**src/include/pcf_pkg.sv**
```systemverilog
/*
  Constants, register map and carrier types for the point cloud packet output framer.
  Assumes one 50 MHz clock and a synchronous active-high reset.
*/
// Functional notes
// - append a 4-byte CRC-32 over pre-header through tail bytes; the framer computes it over payload bytes only
// - 16-byte AES-128-CMAC signature follows, over payload plus checksum
// - signature is all zeros until a key is set and a session started
// - source address defaults 192.168.1.201/255.255.255.0, gateway 192.168.1.1
// - tagging off by default; identifier limited to 1..4094
// - configured VLAN identifier survives firmware upgrades
// - tagging on drops time-sync link; tagging off restores it
// - refuse 0.0.0.0, 127.0.0.1, own address as destination; default broadcast
// - destination modes: broadcast, multicast group, unicast host
// - point cloud destination port configurable, default 2368
// - fault message destination port configurable, default 2368
// - diagnostics switch on by default gates fault packets and freeze frames
// - each fault captures a status snapshot as a freeze frame
// - single first/strongest or dual mode; active mode reported per packet
// - mode codes: 0x37 strongest, 0x33 first, 0x3C first and strongest
package pcf_pkg;
  localparam logic [7:0]  REG_CTRL      = 8'h00;
  localparam logic [7:0]  REG_VLAN_ID   = 8'h04;
  localparam logic [7:0]  REG_SRC_IP    = 8'h08;
  localparam logic [7:0]  REG_SRC_MASK  = 8'h0C;
  localparam logic [7:0]  REG_SRC_GW    = 8'h10;
  localparam logic [7:0]  REG_DST_IP    = 8'h14;
  localparam logic [7:0]  REG_DST_PORTS = 8'h18;
  localparam logic [7:0]  REG_STATUS    = 8'h1C;
  localparam logic [7:0]  REG_IRQ_STAT  = 8'h20;
  localparam logic [7:0]  REG_IRQ_MASK  = 8'h24;
  localparam logic [7:0]  REG_FREEZE    = 8'h28;
  localparam int          CTRL_VLAN_EN  = 0;
  localparam int          CTRL_DIAG_EN  = 1;
  localparam int          CTRL_SESSION  = 2;
  localparam int          CTRL_MODE_LSB = 8;
  localparam int          PORT_FLT_LSB  = 16;
  localparam int          IRQ_FAULT     = 0;
  localparam int          IRQ_ADDR_REJ  = 1;
  localparam int          IRQ_FRAME     = 2;
  localparam int          IRQ_CFG_REJ   = 3;
  localparam logic [31:0] RST_SRC_IP    = 32'hC0A801C9;
  localparam logic [31:0] RST_SRC_MASK  = 32'hFFFFFF00;
  localparam logic [31:0] RST_SRC_GW    = 32'hC0A80101;
  localparam logic [31:0] RST_DST_IP    = 32'hFFFFFFFF;
  localparam logic [31:0] IP_ZERO       = 32'h00000000;
  localparam logic [31:0] IP_LOOPBACK   = 32'h7F000001;
  localparam logic [15:0] RST_PORT      = 16'h0940;
  localparam logic [11:0] VLAN_ID_MIN   = 12'h001;
  localparam logic [11:0] VLAN_ID_MAX   = 12'hFFE;
  localparam logic [15:0] VLAN_TPID     = 16'h8100;
  localparam logic [7:0]  MODE_STRONG   = 8'h37;
  localparam logic [7:0]  MODE_FIRST    = 8'h33;
  localparam logic [7:0]  MODE_DUAL     = 8'h3C;
  localparam logic [31:0] CRC_POLY      = 32'hEDB88320;
  localparam logic [31:0] CRC_INIT      = 32'hFFFFFFFF;
  localparam logic [5:0]  MAC_ADDR_LAST = 6'h0B;
  localparam logic [5:0]  HDR_LAST      = 6'h29;
  localparam logic [5:0]  CRC_LAST      = 6'h03;
  localparam logic [5:0]  SIG_LAST      = 6'h0F;
  localparam logic [5:0]  FCS_LAST      = 6'h03;
  localparam logic [1:0]  TAG_LAST      = 2'h3;
  typedef enum logic [1:0] {DST_BCAST, DST_MCAST, DST_UCAST} pcf_dst_e;
  typedef enum {ST_HDR, ST_TAG, ST_PAY, ST_CRC, ST_WAIT, ST_SIG, ST_FCS} pcf_state_e;
  typedef struct packed {
    logic [31:0] src_ip;
    logic [31:0] src_mask;
    logic [31:0] src_gw;
    logic [31:0] dst_ip;
    logic [15:0] pc_port;
    logic [15:0] fault_port;
    logic        vlan_en;
    logic [11:0] vlan_id;
  } pcf_net_cfg_s;
endpackage : pcf_pkg

```
**src/verilog/pcf_framer.sv**
```systemverilog
/*
  Point cloud packet output framer: passes the header and payload byte stream,
  inserts the VLAN tag, appends checksum, signature and frame check sequence,
  holds addressing, diagnostics and return mode settings.
  Assumes the byte stream, register port and CMAC engine share CLK_SYS_IN,
  and that the transmit side takes one byte per cycle without stalling.
*/
`timescale 1ns/10ps
module pcf_framer (
  input  wire logic                  CLK_SYS_IN,
  input  wire logic                  RST_IN,
  input  wire logic [7:0]            ADDR_IN,
  input  wire logic [31:0]           WR_DATA_IN,
  input  wire logic                  WR_EN_IN,
  input  wire logic                  RD_EN_IN,
  output logic      [31:0]           RD_DATA_OUT,
  input  wire logic                  IN_VALID_IN,
  input  wire logic [7:0]            IN_DATA_IN,
  input  wire logic                  IN_LAST_IN,
  output logic                       IN_READY_OUT,
  output logic                       TX_VALID_OUT,
  output logic      [7:0]            TX_DATA_OUT,
  output logic                       TX_LAST_OUT,
  output logic                       MAC_VALID_OUT,
  output logic      [7:0]            MAC_DATA_OUT,
  output logic                       MAC_LAST_OUT,
  input  wire logic                  MAC_TAG_VALID_IN,
  input  wire logic [127:0]          MAC_TAG_IN,
  input  wire logic                  FAULT_IN,
  input  wire logic [31:0]           FAULT_INFO_IN,
  output logic                       FAULT_PKT_OUT,
  output pcf_pkg::pcf_net_cfg_s      NET_CFG_OUT,
  output logic      [7:0]            RET_MODE_OUT,
  output logic                       PTP_LINK_EN_OUT,
  output logic                       IRQ_OUT
);

  function automatic logic [31:0] crc_byte(input logic [31:0] c, input logic [7:0] d);
    logic [31:0] r;
    r = c ^ {24'h000000, d};
    for (int i = 0; i < 8; i++) begin
      r = r[0] ? ((r >> 1) ^ pcf_pkg::CRC_POLY) : (r >> 1);
    end
    return r;
  endfunction : crc_byte

  // configuration group
  logic [31:0] src_ip_r, src_ip_nxt, mask_r, mask_nxt, gw_r, gw_nxt, dst_r, dst_nxt;
  logic [15:0] pc_port_r, pc_port_nxt, flt_port_r, flt_port_nxt;
  logic        vlan_en_r, vlan_en_nxt, diag_r, diag_nxt, sess_r, sess_nxt;
  logic [11:0] vlan_id_r = 12'h000;
  logic [11:0] vlan_id_nxt;
  logic [7:0]  mode_r, mode_nxt;
  logic [3:0]  irq_st_r, irq_st_nxt, irq_mask_r, irq_mask_nxt;
  logic [31:0] freeze_r, freeze_nxt, rd_r, rd_nxt;
  logic        flt_pkt_r, flt_pkt_nxt, ptp_r, ptp_nxt, irq_r, irq_nxt;
  logic        frame_done;
  logic [1:0]  dst_mode;
  logic        vid_ok, mode_ok, dst_ok;

  // framer group
  pcf_pkg::pcf_state_e state_r, state_nxt;
  logic [5:0]   cnt_r, cnt_nxt;
  logic [1:0]   tcnt_r, tcnt_nxt;
  logic [31:0]  pcrc_r, pcrc_nxt, fcs_r, fcs_nxt, crc_res, fcs_res;
  logic [127:0] tag_r, tag_nxt;
  logic         rdy_r, rdy_nxt, txv_r, txv_nxt, txl_r, txl_nxt;
  logic [7:0]   txd_r, txd_nxt, macd_r, macd_nxt;
  logic         macv_r, macv_nxt, macl_r, macl_nxt;
  logic         in_acc, ov;
  logic [7:0]   ob;
  logic [31:0]  vtag;

  always_comb begin
    vid_ok  = (WR_DATA_IN[11:0] >= pcf_pkg::VLAN_ID_MIN)
            && (WR_DATA_IN[11:0] <= pcf_pkg::VLAN_ID_MAX);
    mode_ok = (WR_DATA_IN[pcf_pkg::CTRL_MODE_LSB +: 8] == pcf_pkg::MODE_STRONG)
            || (WR_DATA_IN[pcf_pkg::CTRL_MODE_LSB +: 8] == pcf_pkg::MODE_FIRST)
            || (WR_DATA_IN[pcf_pkg::CTRL_MODE_LSB +: 8] == pcf_pkg::MODE_DUAL);
    dst_ok  = (WR_DATA_IN != pcf_pkg::IP_ZERO) && (WR_DATA_IN != pcf_pkg::IP_LOOPBACK)
            && (WR_DATA_IN != src_ip_r);
    if (dst_r == pcf_pkg::RST_DST_IP) begin
      dst_mode = 2'(pcf_pkg::DST_BCAST);
    end else if (dst_r[31:28] == 4'hE) begin
      dst_mode = 2'(pcf_pkg::DST_MCAST);
    end else begin
      dst_mode = 2'(pcf_pkg::DST_UCAST);
    end
    src_ip_nxt   = src_ip_r;
    mask_nxt     = mask_r;
    gw_nxt       = gw_r;
    dst_nxt      = dst_r;
    pc_port_nxt  = pc_port_r;
    flt_port_nxt = flt_port_r;
    vlan_en_nxt  = vlan_en_r;
    vlan_id_nxt  = vlan_id_r;
    diag_nxt     = diag_r;
    sess_nxt     = sess_r;
    mode_nxt     = mode_r;
    irq_mask_nxt = irq_mask_r;
    irq_st_nxt   = irq_st_r;
    freeze_nxt   = freeze_r;
    flt_pkt_nxt  = 1'b0;
    rd_nxt       = rd_r;
    if (WR_EN_IN) begin
      case (ADDR_IN)
        pcf_pkg::REG_CTRL: begin
          diag_nxt = WR_DATA_IN[pcf_pkg::CTRL_DIAG_EN];
          sess_nxt = WR_DATA_IN[pcf_pkg::CTRL_SESSION];
          if (!WR_DATA_IN[pcf_pkg::CTRL_VLAN_EN] || vlan_id_r != 12'h000) begin
            vlan_en_nxt = WR_DATA_IN[pcf_pkg::CTRL_VLAN_EN];
          end else begin
            irq_st_nxt[pcf_pkg::IRQ_CFG_REJ] = 1'b1;
          end
          if (mode_ok) begin
            mode_nxt = WR_DATA_IN[pcf_pkg::CTRL_MODE_LSB +: 8];
          end else begin
            irq_st_nxt[pcf_pkg::IRQ_CFG_REJ] = 1'b1;
          end
        end
        pcf_pkg::REG_VLAN_ID: begin
          if (vid_ok) begin
            vlan_id_nxt = WR_DATA_IN[11:0];
          end else begin
            irq_st_nxt[pcf_pkg::IRQ_CFG_REJ] = 1'b1;
          end
        end
        pcf_pkg::REG_SRC_IP:   src_ip_nxt = WR_DATA_IN;
        pcf_pkg::REG_SRC_MASK: mask_nxt = WR_DATA_IN;
        pcf_pkg::REG_SRC_GW:   gw_nxt = WR_DATA_IN;
        pcf_pkg::REG_DST_IP: begin
          if (dst_ok) begin
            dst_nxt = WR_DATA_IN;
          end else begin
            irq_st_nxt[pcf_pkg::IRQ_ADDR_REJ] = 1'b1;
          end
        end
        pcf_pkg::REG_DST_PORTS: begin
          pc_port_nxt  = WR_DATA_IN[15:0];
          flt_port_nxt = WR_DATA_IN[pcf_pkg::PORT_FLT_LSB +: 16];
        end
        pcf_pkg::REG_IRQ_STAT: irq_st_nxt = irq_st_nxt & ~WR_DATA_IN[3:0];
        pcf_pkg::REG_IRQ_MASK: irq_mask_nxt = WR_DATA_IN[3:0];
        default: ;
      endcase
    end
    // hardware events win over a same-cycle clear
    if (FAULT_IN && diag_r) begin
      freeze_nxt  = FAULT_INFO_IN;
      flt_pkt_nxt = 1'b1;
      irq_st_nxt[pcf_pkg::IRQ_FAULT] = 1'b1;
    end
    if (frame_done) begin
      irq_st_nxt[pcf_pkg::IRQ_FRAME] = 1'b1;
    end
    if (RD_EN_IN) begin
      case (ADDR_IN)
        pcf_pkg::REG_CTRL:      rd_nxt = {16'h0000, mode_r, 5'h00, sess_r, diag_r, vlan_en_r};
        pcf_pkg::REG_VLAN_ID:   rd_nxt = {20'h00000, vlan_id_r};
        pcf_pkg::REG_SRC_IP:    rd_nxt = src_ip_r;
        pcf_pkg::REG_SRC_MASK:  rd_nxt = mask_r;
        pcf_pkg::REG_SRC_GW:    rd_nxt = gw_r;
        pcf_pkg::REG_DST_IP:    rd_nxt = dst_r;
        pcf_pkg::REG_DST_PORTS: rd_nxt = {flt_port_r, pc_port_r};
        pcf_pkg::REG_STATUS:    rd_nxt = {28'h0000000, ptp_r,
                                         (state_r != pcf_pkg::ST_HDR) || (cnt_r != 6'h00),
                                         dst_mode};
        pcf_pkg::REG_IRQ_STAT:  rd_nxt = {28'h0000000, irq_st_r};
        pcf_pkg::REG_IRQ_MASK:  rd_nxt = {28'h0000000, irq_mask_r};
        pcf_pkg::REG_FREEZE:    rd_nxt = diag_r ? freeze_r : 32'h00000000;
        default:                rd_nxt = 32'h00000000;
      endcase
    end
    ptp_nxt = !vlan_en_r;
    irq_nxt = |(irq_st_nxt & irq_mask_nxt);
  end

  always_ff @(posedge CLK_SYS_IN) begin
    vlan_id_r <= vlan_id_nxt;
    if (RST_IN) begin
      src_ip_r   <= pcf_pkg::RST_SRC_IP;
      mask_r     <= pcf_pkg::RST_SRC_MASK;
      gw_r       <= pcf_pkg::RST_SRC_GW;
      dst_r      <= pcf_pkg::RST_DST_IP;
      pc_port_r  <= pcf_pkg::RST_PORT;
      flt_port_r <= pcf_pkg::RST_PORT;
      vlan_en_r  <= 1'b0;
      diag_r     <= 1'b1;
      sess_r     <= 1'b0;
      mode_r     <= pcf_pkg::MODE_STRONG;
      irq_st_r   <= 4'h0;
      irq_mask_r <= 4'h0;
      freeze_r   <= 32'h00000000;
      flt_pkt_r  <= 1'b0;
      rd_r       <= 32'h00000000;
      ptp_r      <= 1'b1;
      irq_r      <= 1'b0;
    end else begin
      src_ip_r   <= src_ip_nxt;
      mask_r     <= mask_nxt;
      gw_r       <= gw_nxt;
      dst_r      <= dst_nxt;
      pc_port_r  <= pc_port_nxt;
      flt_port_r <= flt_port_nxt;
      vlan_en_r  <= vlan_en_nxt;
      diag_r     <= diag_nxt;
      sess_r     <= sess_nxt;
      mode_r     <= mode_nxt;
      irq_st_r   <= irq_st_nxt;
      irq_mask_r <= irq_mask_nxt;
      freeze_r   <= freeze_nxt;
      flt_pkt_r  <= flt_pkt_nxt;
      rd_r       <= rd_nxt;
      ptp_r      <= ptp_nxt;
      irq_r      <= irq_nxt;
    end
  end

  always_comb begin
    in_acc     = IN_VALID_IN && rdy_r;
    crc_res    = ~pcrc_r;
    fcs_res    = ~fcs_r;
    state_nxt  = state_r;
    cnt_nxt    = cnt_r;
    tcnt_nxt   = tcnt_r;
    pcrc_nxt   = pcrc_r;
    fcs_nxt    = fcs_r;
    tag_nxt    = tag_r;
    txl_nxt    = 1'b0;
    macv_nxt   = 1'b0;
    macl_nxt   = 1'b0;
    macd_nxt   = macd_r;
    frame_done = 1'b0;
    ov         = 1'b0;
    ob         = IN_DATA_IN;
    vtag       = {pcf_pkg::VLAN_TPID, 4'h0, vlan_id_r};
    case (state_r)
      pcf_pkg::ST_HDR: begin
        if (in_acc) begin
          ov      = 1'b1;
          cnt_nxt = cnt_r + 6'h01;
          if (IN_LAST_IN) begin
            state_nxt = pcf_pkg::ST_CRC;
            cnt_nxt   = 6'h00;
          end else if (cnt_r == pcf_pkg::MAC_ADDR_LAST && vlan_en_r) begin
            state_nxt = pcf_pkg::ST_TAG;
          end else if (cnt_r == pcf_pkg::HDR_LAST) begin
            state_nxt = pcf_pkg::ST_PAY;
          end
        end
      end
      pcf_pkg::ST_TAG: begin
        ov       = 1'b1;
        ob       = vtag[{~tcnt_r, 3'b000} +: 8];
        tcnt_nxt = tcnt_r + 2'h1;
        if (tcnt_r == pcf_pkg::TAG_LAST) begin
          state_nxt = pcf_pkg::ST_HDR;
        end
      end
      pcf_pkg::ST_PAY: begin
        if (in_acc) begin
          ov       = 1'b1;
          pcrc_nxt = crc_byte(pcrc_r, IN_DATA_IN);
          macv_nxt = sess_r;
          macd_nxt = IN_DATA_IN;
          if (IN_LAST_IN) begin
            state_nxt = pcf_pkg::ST_CRC;
            cnt_nxt   = 6'h00;
          end
        end
      end
      pcf_pkg::ST_CRC: begin
        ov       = 1'b1;
        ob       = crc_res[{cnt_r[1:0], 3'b000} +: 8];
        macv_nxt = sess_r;
        macd_nxt = ob;
        macl_nxt = sess_r && (cnt_r == pcf_pkg::CRC_LAST);
        cnt_nxt  = cnt_r + 6'h01;
        if (cnt_r == pcf_pkg::CRC_LAST) begin
          cnt_nxt   = 6'h00;
          tag_nxt   = 128'h0;
          state_nxt = sess_r ? pcf_pkg::ST_WAIT : pcf_pkg::ST_SIG;
        end
      end
      pcf_pkg::ST_WAIT: begin
        if (!sess_r) begin
          state_nxt = pcf_pkg::ST_SIG;
        end else if (MAC_TAG_VALID_IN) begin
          tag_nxt   = MAC_TAG_IN;
          state_nxt = pcf_pkg::ST_SIG;
        end
      end
      pcf_pkg::ST_SIG: begin
        ov      = 1'b1;
        ob      = tag_r[{~cnt_r[3:0], 3'b000} +: 8];
        cnt_nxt = cnt_r + 6'h01;
        if (cnt_r == pcf_pkg::SIG_LAST) begin
          cnt_nxt   = 6'h00;
          state_nxt = pcf_pkg::ST_FCS;
        end
      end
      pcf_pkg::ST_FCS: begin
        ov      = 1'b1;
        ob      = fcs_res[{cnt_r[1:0], 3'b000} +: 8];
        cnt_nxt = cnt_r + 6'h01;
        if (cnt_r == pcf_pkg::FCS_LAST) begin
          txl_nxt    = 1'b1;
          frame_done = 1'b1;
          cnt_nxt    = 6'h00;
          tcnt_nxt   = 2'h0;
          pcrc_nxt   = pcf_pkg::CRC_INIT;
          fcs_nxt    = pcf_pkg::CRC_INIT;
          state_nxt  = pcf_pkg::ST_HDR;
        end
      end
      default: state_nxt = pcf_pkg::ST_HDR;
    endcase
    if (ov && state_r != pcf_pkg::ST_FCS) begin
      fcs_nxt = crc_byte(fcs_r, ob);
    end
    txv_nxt = ov;
    txd_nxt = ov ? ob : txd_r;
    rdy_nxt = (state_nxt == pcf_pkg::ST_HDR) || (state_nxt == pcf_pkg::ST_PAY);
  end

  always_ff @(posedge CLK_SYS_IN) begin
    if (RST_IN) begin
      state_r <= pcf_pkg::ST_HDR;
      cnt_r   <= 6'h00;
      tcnt_r  <= 2'h0;
      pcrc_r  <= pcf_pkg::CRC_INIT;
      fcs_r   <= pcf_pkg::CRC_INIT;
      tag_r   <= 128'h0;
      rdy_r   <= 1'b0;
      txv_r   <= 1'b0;
      txl_r   <= 1'b0;
      txd_r   <= 8'h00;
      macv_r  <= 1'b0;
      macl_r  <= 1'b0;
      macd_r  <= 8'h00;
    end else begin
      state_r <= state_nxt;
      cnt_r   <= cnt_nxt;
      tcnt_r  <= tcnt_nxt;
      pcrc_r  <= pcrc_nxt;
      fcs_r   <= fcs_nxt;
      tag_r   <= tag_nxt;
      rdy_r   <= rdy_nxt;
      txv_r   <= txv_nxt;
      txl_r   <= txl_nxt;
      txd_r   <= txd_nxt;
      macv_r  <= macv_nxt;
      macl_r  <= macl_nxt;
      macd_r  <= macd_nxt;
    end
  end

  assign RD_DATA_OUT     = rd_r;
  assign IN_READY_OUT    = rdy_r;
  assign TX_VALID_OUT    = txv_r;
  assign TX_DATA_OUT     = txd_r;
  assign TX_LAST_OUT     = txl_r;
  assign MAC_VALID_OUT   = macv_r;
  assign MAC_DATA_OUT    = macd_r;
  assign MAC_LAST_OUT    = macl_r;
  assign FAULT_PKT_OUT   = flt_pkt_r;
  assign NET_CFG_OUT     = {src_ip_r, mask_r, gw_r, dst_r, pc_port_r, flt_port_r,
                            vlan_en_r, vlan_id_r};
  assign RET_MODE_OUT    = mode_r;
  assign PTP_LINK_EN_OUT = ptp_r;
  assign IRQ_OUT         = irq_r;
endmodule : pcf_framer

```
**config.mk**
```make
export PLATFORM = sky130hd
export DESIGN_NAME = pcf_framer
export DESIGN_NICKNAME = d
export VERILOG_FILES = /design/src/include/pcf_pkg.sv /design/src/verilog/pcf_framer.sv
export SDC_FILE = /design/constraint.sdc
export NUM_CORES = 1
export LEC_CHECK = 0
export BUFFER_PORTS_ARGS = -buffer_cell sky130_fd_sc_hd__buf_2
export CAP_MARGIN = 20
export CORE_UTILIZATION = 48
export DETAILED_ROUTE_END_ITERATION = 10
export PLACE_DENSITY = 0.71
export RECOVER_POWER = 50
export SLEW_MARGIN = 20
export SYNTH_ARGS = -nofsm -noshare
export SYNTH_HDL_FRONTEND = slang
export SYNTH_SLANG_ARGS = --single-unit
```
**constraint.sdc**
```tcl
create_clock -name CLK_SYS_IN -period 3.7 [get_ports CLK_SYS_IN]
set_input_delay 0.37 -clock CLK_SYS_IN [delete_from_list [all_inputs] [get_ports CLK_SYS_IN]]
set_output_delay 0.37 -clock CLK_SYS_IN [all_outputs]
set_load 0.01 [all_outputs]
```
# Yosys cells after proc, flatten, opt, wreduce, memory -nomap -nowiden
# Cells that the tools add are included.
[word_totals]
wordCells = 226
register_bits = 511
in_bits = 216
output_inout_bits = 237
[op_classes]
n_bitwise = 26
n_eq_ne = 37
reduce_logical = 49
shifts = 4
magnitude_cmp = 2
addsub = 2
n_mux = 75
[op_table]
columns = ["cell", "n"]
rows = [
  ["32-bit two-way mux", 33],
  ["128-bit two-way mux", 3],
  ["32-bit one-hot mux with 11 select lines", 1],
  ["128-bit one-hot mux with 2 select lines", 1],
  ["13-bit NOT with 14-bit output", 16],
  ["32-bit one-hot mux with 7 select lines", 1],
  ["32-bit by 3-bit == test with 1-bit output (second input constant)", 4],
  ["128-bit by 8-bit variable part select with 8-bit output", 1],
  ["32-bit by 6-bit variable part select with 8-bit output", 3],
  ["32-bit by 2-bit == test with 1-bit output (second input constant)", 2],
  ["32-bit logical NOT", 2],
  ["32-bit NOT", 2],
  ["32-bit one-hot mux with 2 select lines", 1],
  ["32-bit nonzero test", 2],
  ["32-bit by 8-bit bitwise XOR with 32-bit output", 2],
  ["8-bit by 6-bit == test with 1-bit output (second input constant)", 6],
  ["6-bit two-way mux", 6],
  ["32-bit by 1-bit == test with 1-bit output (second input constant)", 1],
  ["32-bit == test (second input constant)", 1],
  ["8-bit by 5-bit == test with 1-bit output (second input constant)", 4],
  ["32-bit by 31-bit != test with 1-bit output (second input constant)", 1],
  ["32-bit != test", 1],
  ["32-bit by 4-bit != test with 1-bit output (second input constant)", 1],
  ["8-bit one-hot mux with 4 select lines", 1],
  ["other kinds (38)", 99],
]

# Longest topological paths before layout
# Gate-level depths: netlist of run 1.
[depth]
word_depth = 21
ltp_mapped = 15
ltp_nobuf = 12

# Worst setup path before layout of run 1
# OpenSTA, ideal clock, no wires.
[synth_path]
path_kind = "register to register"
start = "reg cnt_r[0]"
end = "reg fcs_r[24]"
slack_ps = 517
required_time_ps = 3630
path_buffers = 2
t_arrival_ps = 3113
synth_period_minus_slack_ps = 3183
setup_ps = 70
stages_incl_launch_ff = 11
path_cell_list = "dfxtp_1 > buf_4 > buf_4 > mux4_2 > a22oi_1 > o21ai_0 > a221oi_1 > xnor2_2 > xor3_1 > xor2_1 > a21oi_1"
[synth_via]
elab_chain_len = 18
elab_cells_between_ends = 23
cone_classes = "1 x eq/ne; 3 x shift; 10 x mux; 7 x bitwise; 2 x reduce/logical"
[synth_rtl]
columns = ["element", "line_no", "text"]
rows = [
  ["start, declared", "pcf_framer.sv:63", "logic [5:0] cnt_r, cnt_nxt;"],
  ["start signal, assigned", "pcf_framer.sv:343", "cnt_r <= cnt_nxt;"],
  ["4-bit NOT", "pcf_framer.sv:295", "ob = tag_r[{~cnt_r[3:0], 3'b000} +: 8];"],
  ["128-bit by 8-bit variable part select with 8-bit output", "pcf_framer.sv:295", ""],
  ["8-bit one-hot mux with 4 select lines", "pcf_framer.sv:237", "case (state_r)"],
  ["32-bit by 8-bit bitwise XOR with 32-bit output", "pcf_framer.sv:40", "r = c ^ {24'h000000, d};"],
  ["32-bit two-way mux", "pcf_framer.sv:42", "r = r[0] ? ((r >> 1) ^ pcf_pkg::CRC_POLY) : (r >> 1);"],
  ["13-bit NOT with 14-bit output (no source line)", "--", ""],
  ["32-bit two-way mux", "pcf_framer.sv:42", ""],
  ["13-bit NOT with 14-bit output (no source line)", "--", ""],
  ["32-bit two-way mux (2 in series)", "pcf_framer.sv:42", ""],
  ["13-bit NOT with 14-bit output (no source line)", "--", ""],
  ["32-bit two-way mux", "pcf_framer.sv:42", ""],
  ["13-bit NOT with 14-bit output (no source line)", "--", ""],
  ["32-bit two-way mux (2 in series)", "pcf_framer.sv:42", ""],
  ["13-bit NOT with 14-bit output (no source line)", "--", ""],
  ["32-bit two-way mux", "pcf_framer.sv:42", ""],
  ["32-bit two-way mux", "pcf_framer.sv:318", "if (ov && state_r != pcf_pkg::ST_FCS) begin"],
  ["end signal, assigned", "pcf_framer.sv:332", "fcs_r <= pcf_pkg::CRC_INIT;"],
  ["end signal, assigned", "pcf_framer.sv:346", "fcs_r <= fcs_nxt;"],
  ["end, declared", "pcf_framer.sv:65", "logic [31:0] pcrc_r, pcrc_nxt, fcs_r, fcs_nxt, crc_res, fcs_res;"],
]
# Several ways; a longest one is shown, not always the timed one.
# A chain may end at the register's enable or synchronous reset.

# Final worst setup path of run 1
[layout_path]
start = "reg state_r[5]"
end = "reg fcs_r[13]"
[layout_via]
elab_chain_len = 14
elab_cells_between_ends = 27
cone_classes = "6 x eq/ne; 11 x mux; 3 x bitwise; 7 x reduce/logical"
[layout_rtl]
columns = ["element", "line_no", "text"]
rows = [
  ["start, declared", "pcf_framer.sv:62", "pcf_pkg::pcf_state_e state_r, state_nxt;"],
  ["start signal, assigned", "pcf_framer.sv:328", "state_r <= pcf_pkg::ST_HDR;"],
  ["start signal, assigned", "pcf_framer.sv:342", "state_r <= state_nxt;"],
  ["32-bit by 3-bit == test with 1-bit output, or another cell as far along", "pcf_framer.sv:237", ""],
  ["8-bit one-hot mux with 4 select lines", "pcf_framer.sv:237", ""],
  ["32-bit by 8-bit bitwise XOR with 32-bit output", "pcf_framer.sv:40", ""],
  ["32-bit two-way mux", "pcf_framer.sv:42", ""],
  ["13-bit NOT with 14-bit output (no source line)", "--", ""],
  ["32-bit two-way mux (4 in series)", "pcf_framer.sv:42", ""],
  ["13-bit NOT with 14-bit output (no source line)", "--", ""],
  ["32-bit two-way mux (3 in series)", "pcf_framer.sv:42", ""],
  ["32-bit two-way mux", "pcf_framer.sv:318", ""],
]
# Several ways; a longest one is shown, not always the timed one.

==> results of run 1 <==
-- power breakdown --
part | switching, mW | total (mW) | internal [mW]
sequential | 0.0227 | 5.59 | 5.56
combinational | 0.485 | 0.840 | 0.355
clock | 2.41 | 6.11 | 3.70
-- layout by cell type, fill, tap and decap left out, drive strengths merged, types with 10 or more instances in the layout --
cell         count
a211o           34
a211oi          24
a21oi          343
a221oi          10
a222oi          37
a22oi           37
a31oi           15
buf            271
bufinv          12
clkbuf         326
clkinv          13
conb            29
dfxtp          499
dlygate4sd3     55
edfxtp          12
inv             11
mux2            36
mux2i           29
mux4            39
nand2          508
nand2b          20
nand3          168
nand3b          55
nand4           21
nor2           149
nor2b           39
nor3            48
nor4            29
o211ai          15
o21ai           31
o21bai          26
o22ai           10
xnor2          133
xor2            42
-- tightest hold or removal path, stage by stage --
cell and delay, ns:
buf_2 0.10, nand3_1 0.07, a21oi_1 0.06
-- timing repair --
action	4_1_cts	5_1_grt
hold endpoints to repair	55	0
hold buffers	55	0
resized for setup	0	0
endpoints found under the setup margin	0	0
-- registers in the layout (all words and copies together) (netlist names), 2 cells and up --
signal and cells:
tag_r 128, RD_DATA_OUT 32, dst_r 32, fcs_r 32
freeze_r 32, gw_r 32, mask_r 32, pcrc_r 32
src_ip_r 32, state_r 32, flt_port_r 16, pc_port_r 16
vlan_id_r 12, MAC_DATA_OUT 8, RET_MODE_OUT 8, TX_DATA_OUT 8
cnt_r 6, irq_mask_r 4, irq_st_r 4, tcnt_r 2
-- worst max-delay path by stage --
| stage | to | slack, ns | cells past startpoint |
|---|---|---|---|
| 2_1_floorplan | fcs_r[24] | 0.52 | 10 |
| 3_3_place_gp | fcs_r[13] | 0.29 | 10 |
| 3_5_place_dp | fcs_r[13] | 0.23 | 10 |
| 4_1_cts | fcs_r[13] | 0.19 | 10 |
| 5_1_grt | fcs_r[17] | 0.05 | 10 |
| 6_report | fcs_r[13] | 0.17 | 10 |
-- metrics by stage --
stage          setup slack [ns]  instances
6_report                  0.171       3812
5_1_grt                  0.0518       3811
4_1_cts                   0.195       3811
3_5_place_dp              0.227       3655
3_3_place_gp              0.293       3654
2_1_floorplan             0.517       2752
-- cell families (layout without fill, tap and decap cells) --
group                      Yosys count  after routing  synth area share (%)
AOI/OAI and AO/OA                  607            607                  16.3
buffers and inverters              249            693                  4.23
muxes                              104            104                  6.70
and+or+nand+nor                   1071           1071                  21.0
DFF                                511            511                  44.0
adders and majority gates            4              4                 0.213
xor gates and xnor gates           177            177                  7.48
other                                1             30                0.0159
-- final cells by class --
cell class	instances	area, µm²
antenna	1	2.50
clock buffer	69	1490
clock inverter	32	509
fill	4354	19400
inverter	9	33.8
multi-input combinational	1992	12400
sequential	511	10400
tap	615	769
timing repair buffer	583	3180
-- routing by layer --
metal  track usage [%]  routed length (µm)
met2              59.4               42800
met5                 0                  13
met1              42.1               34000
met4              22.2                6620
met3              9.67                8440
==> flow_metrics.env, run 1 <==
export IMPL_synth_flop_cell="dfxtp_1"
export IMPL_numCtsBuffers=54
export IMPL_finalSetupViolations=0
export IMPL_async_reset_ff_share_pct=0
export IMPL_finClkSkew_ns=0.0300
export IMPL_hpwl_um=66800
export IMPL_slowest_stage="or4_4"
export IMPL_synth_warnings=0
export IMPL_synthesis_area_um2=23500
export IMPL_dpl_cell_area_um2=26500
export IMPL_grt_pass1_vias=22000
export IMPL_num_vias=22800
export IMPL_wirelength_um=91900
export IMPL_die_width_um=223
export IMPL_holdCritPathClass="input pin to flip-flop"
export IMPL_wl_per_cell_um=24.1
export IMPL_io_pins=453
export IMPL_ys_seq_elements=511
export IMPL_setup_tns_final_ns=0
export IMPL_whs_path_depth=3
export IMPL_avgSynthCellArea_um2=8.64
export IMPL_yosysMostFrequentCell="nand2_1"
export IMPL_crit_type="flip-flop to flip-flop"
export IMPL_cp_top_family="simple AND/OR/NAND/NOR gates"
export IMPL_clock_latency_ns=0.63
export IMPL_p_leak_nw=10.2
export IMPL_crit_path_frequent_cell="xor2_1"
export IMPL_powerDensity_nw_per_um2=437
export IMPL_ys_types=85
export IMPL_cts_tree="yes"
export IMPL_crit_buf_inv=0
export IMPL_max_freq_mhz=283
export IMPL_clock_sinks=511
export IMPL_utilization_pct=59.7
export IMPL_cts_max_level=2
export IMPL_die_h_um=223
export IMPL_period_needed_ns=3.53
export IMPL_area_growth_pct=22.0
export IMPL_outcome="finished with violations"
export IMPL_overflow=0
export IMPL_drv_cap=2
export IMPL_start_util_pct=49.0
export IMPL_crit_fanout=7
export IMPL_drc=0
export IMPL_via_per_inst=5.98
export IMPL_end_kind="flip-flop"
export IMPL_cts_root_buf="clkbuf_16"
export IMPL_violations="max-capacitance violations, max-slew violations"
export IMPL_ys_seq_area_share_pct=44.0
export IMPL_crit_path_start_kind="flip-flop"
export IMPL_ff2ff_setup_slack_ns=0.17
export IMPL_dieArea_um2=49900
export IMPL_synth_common_cells="nand2_1 (507), dfxtp_1 (499), a21oi_1 (343), clkbuf_1 (203), nand3_1 (167)"
export IMPL_holdPathEnd="tag_r[7]"
export IMPL_synth_top_area_share_pct=42.5
export IMPL_slew_headroom_pct=-11.9
export IMPL_grt_use_total_pct=36.2
export IMPL_report_final_slew_viol_count=65
export IMPL_reg2reg_to="fcs_r[13]"
export IMPL_cts_clk_slew_worst_paths_ns=0.06
export IMPL_core_region_area_um2=48000
export IMPL_first_pass_iters=10
export IMPL_post_cts_buffers=0
export IMPL_rsz0062_at_grt="no"
export IMPL_gp_congestion=0.966
export IMPL_r2r_start="state_r[5]"
export IMPL_io_buffers=452
export IMPL_yosys_area_top_type="dfxtp_1"
export IMPL_setup_worst_path_start="state_r[5]"
export IMPL_critical_path_arrival_ns=3.98
export IMPL_drt_iter0_drc=2318
export IMPL_crit_chain="or4_4 -> and4bb_4 -> nand3_1 -> a31oi_1 -> a311oi_4 -> xnor2_4 -> xnor2_2 -> xor2_1 -> xor2_1 -> a21oi_1"
export IMPL_worst_pin_slew_ns=1.68
export IMPL_num_nets_final=3371
export IMPL_rows=80
export IMPL_reg2regPathDepth=10
export IMPL_ant_nets=0
export IMPL_peakVddDrop_mv=0.360
export IMPL_critPathMaxStageDelay_ns=0.55
export IMPL_synth_edf_count=12
export IMPL_cp_required_ns=4.15
export IMPL_synthCells=2724
export IMPL_worstHoldStart="MAC_TAG_IN[7]"
export IMPL_holdWs_ns=0.0189
export IMPL_power_total_mw=12.5
export IMPL_fin_crit_sh_pct=95.4
export IMPL_grt_max_degree=158
export IMPL_hold_violations=0
export IMPL_antenna_found_initial=2
export IMPL_grt_pass1_wl_um=137000
export IMPL_drive_gt1_share_pct=15.5
export IMPL_post_route_cell_area_um2=28700
export IMPL_clockBufferDepth=3
export IMPL_ys_top_cells_by_area="dfxtp_1 (42%), nand2_1 (8.1%), a21oi_1 (7.3%), xnor2_1 (4.4%), mux4_2 (3.6%)"
No activity file was read; power rests on OpenSTA's default activity.
==> run 2, diff against run 1 <==
Settings changed: CELL_PAD_IN_SITES_DETAIL_PLACEMENT from default to 0, CELL_PAD_IN_SITES_GLOBAL_PLACEMENT from default to 1, CORE_UTILIZATION 48 to 42, PLACE_DENSITY 0.71 to default, PLACE_DENSITY_LB_ADDON from default to 0.1.
==> run 2 against run 1 <==
Against the previous run:
- the flow still finishes with violations (max-capacitance violations, max-slew violations)
- sequential share of layout area fell by 0.77 points
- sequential power barely moved
- die area rose by 14%
- sequential cell count did not move
- clock-buffer cell count rose by 8
- critical path type is now input pin to flip-flop
- largest cell class unchanged
- largest power group unchanged
- highest routed layer is now met4
==> flow_metrics.env, run 2 (same netlist as run 1, synthesis figures left out) <==
export IMPL_worst_pin_slew_ns=1.98
export IMPL_grt_max_degree=134
export IMPL_grt_use_total_pct=32.1
export IMPL_ant_nets=0
export IMPL_first_pass_iters=9
export IMPL_critPathMaxStageDelay_ns=1.43
export IMPL_crit_type="input pin to flip-flop"
export IMPL_drc=0
export IMPL_largest_reg_flops=128
export IMPL_reg2reg_to="fcs_r[21]"
export IMPL_r2r_start="state_r[0]"
export IMPL_rows=86
export IMPL_io_buffers=452
export IMPL_top_register="tag_r"
export IMPL_core_region_area_um2=55200
export IMPL_holdPathEnd="freeze_r[30]"
export IMPL_hpwl_um=67900
export IMPL_cts_clk_slew_worst_paths_ns=0.06
export IMPL_die_width_um=239
export IMPL_finClkSkew_ns=0.0238
export IMPL_crit_path_start_kind="input pin"
export IMPL_rsz0062_at_grt="no"
export IMPL_clock_latency_ns=0.63
export IMPL_setup_ws_ns=0.192
export IMPL_crit_chain="clkbuf_1 -> nor3_1 -> nand2_1 -> nor2_1 -> clkbuf_1 -> a222oi_1 -> a21oi_1 -> a21oi_1 -> nor2_1"
export IMPL_crit_buf_inv=2
export IMPL_area_growth_pct=24.6
export IMPL_power_switching_mw=2.95
export IMPL_ff2ff_setup_slack_ns=0.29
export IMPL_dieArea_um2=57000
export IMPL_via_per_inst=5.59
export IMPL_cts_max_level=2
export IMPL_setup_tns_final_ns=0
export IMPL_violations="max-capacitance violations, max-slew violations"
export IMPL_wl_per_cell_um=23.3
export IMPL_outcome="finished with violations"
export IMPL_cts_tree="yes"
export IMPL_max_freq_mhz=285
export IMPL_drv_cap=1
export IMPL_slew_headroom_pct=-31.9
export IMPL_switching_share_pct=23.7
export IMPL_grt_pass1_wl_um=138000
export IMPL_drt_iter0_drc=1984
export IMPL_cp_required_ns=4.25
export IMPL_slowest_stage="clkbuf_1"
export IMPL_p_leak_nw=10.4
export IMPL_wirelength_um=93300
export IMPL_layout_common_cells="nand2_1 (507), dfxtp_1 (497), a21oi_1 (343)"
export IMPL_critical_path_arrival_ns=4.06
export IMPL_num_nets_final=3426
export IMPL_end_kind="flip-flop"
export IMPL_clock_sinks=511
export IMPL_dp_slack_ns=0.194
export IMPL_cp_top_family="buffers and inverters"
export IMPL_num_vias=22400
export IMPL_final_common_cell="nand2_1"
export IMPL_start_util_pct=42.6
export IMPL_report_final_slew_viol_count=32
export IMPL_crit_fanout=31
export IMPL_post_cts_buffers=0
export IMPL_powerDensity_nw_per_um2=425
export IMPL_cts_root_buf="clkbuf_16"
export IMPL_antenna_found_initial=1
export IMPL_die_h_um=239
export IMPL_clockBufferDepth=3
export IMPL_finalSetupViolations=0
export IMPL_p_clk_share_pct=48.1
export IMPL_period_needed_ns=3.51
export IMPL_numCtsBuffers=56
export IMPL_pwr_share_comb_pct=7.0
export IMPL_peakVddDrop_mv=0.358
export IMPL_grt_pass1_vias=21800
export IMPL_whs_path_depth=3
export IMPL_worstHoldStart="FAULT_INFO_IN[30]"
export IMPL_holdCritPathClass="input pin to flip-flop"
export IMPL_hold_violations=0
export IMPL_pwr_share_seq_pct=44.9
export IMPL_drive_gt1_share_pct=15.7
export IMPL_cellInternalPower_mw=9.50
export IMPL_io_pins=453
export IMPL_gp_congestion=0.932
export IMPL_overflow=0
export IMPL_reg2regPathDepth=10
export IMPL_fin_crit_sh_pct=94.8
[run 2: cell count changes in the layout (fill, tap and decap cells not counted), moves of 4 or more]
cell and change:
clkbuf_1 +8, buf_2 -4, dlygate4sd3_1 +33, bufinv_16 -5, clkbuf_8 +6, buf_4 +15
[run 2: cell type report]
type / instances / area [µm²]
well taps: 748 / 936
multi-input cells: 1992 / 12400
diodes: 1 / 2.50
fillers: 5352 / 25900
repair buffers: 636 / 3650
clock inverters: 27 / 358
flip-flops and latches: 511 / 10400
inverters: 9 / 33.8
clock buffers: 77 / 1620
[run 2: worst max-delay path by stage]
stage                     cells after the start        endpoint  slack (ns)  startpoint
after floorplan                              10       fcs_r[24]        0.52    cnt_r[0]
after global placement                       10       fcs_r[21]        0.28  state_r[0]
after detailed placement                     10       fcs_r[21]        0.19  state_r[0]
after CTS                                    10       fcs_r[21]        0.18  state_r[0]
after global routing                         12       fcs_r[17]        0.09    cnt_r[0]
final                                         9  RD_DATA_OUT[4]        0.19  ADDR_IN[4]
[run 2: per-stage QoR]
stage	utilization, %	area [µm²]	hold slack [ns]	instances	power [mW]
2_1_floorplan	-	23600	0.408	2752	6.19
3_3_place_gp	48.6	26800	0.435	3808	6.50
3_5_place_dp	48.6	26800	0.444	3808	6.51
4_1_cts	53.8	29700	0.000368	4000	12.5
5_1_grt	53.1	29300	0.0138	4001	12.8
6_report	53.1	29300	0.0202	4001	12.4
[run 2: what timing repair did]
action / 4_1_cts / 5_1_grt
hold buffers: 88 / 0
endpoints found under the setup margin: 0 / 3
endpoints found under the hold margin: 88 / 0
resized for setup: 0 / 1
[run 2: worst reg2reg max path, delay by kind of cell, from the launching register on]
kind            cells  cell delay, ns
xor+xnor            4            1.17
flops               1            0.66
compound gates      3            0.47
simple gates        3            1.04
[run 2: power groups by stage]
| stage | registers (mW) | clock network, mW | logic (mW) |
|---|---|---|---|
| 6_report | 5.59 | 5.99 | 0.871 |
| 3_5_place_dp | 5.71 | 0 | 0.797 |
| 2_1_floorplan | 5.70 | 0 | 0.487 |
| 3_3_place_gp | 5.71 | 0 | 0.793 |
| 5_1_grt | 5.59 | 6.31 | 0.927 |
| 4_1_cts | 5.59 | 6.08 | 0.871 |
[run 2: layer usage]
layer  track usage (%)  routed length, µm
met4              17.1               5420
met1              38.6              36100
met3              7.15               7020
met2              53.4              44800
met5                 0                  0
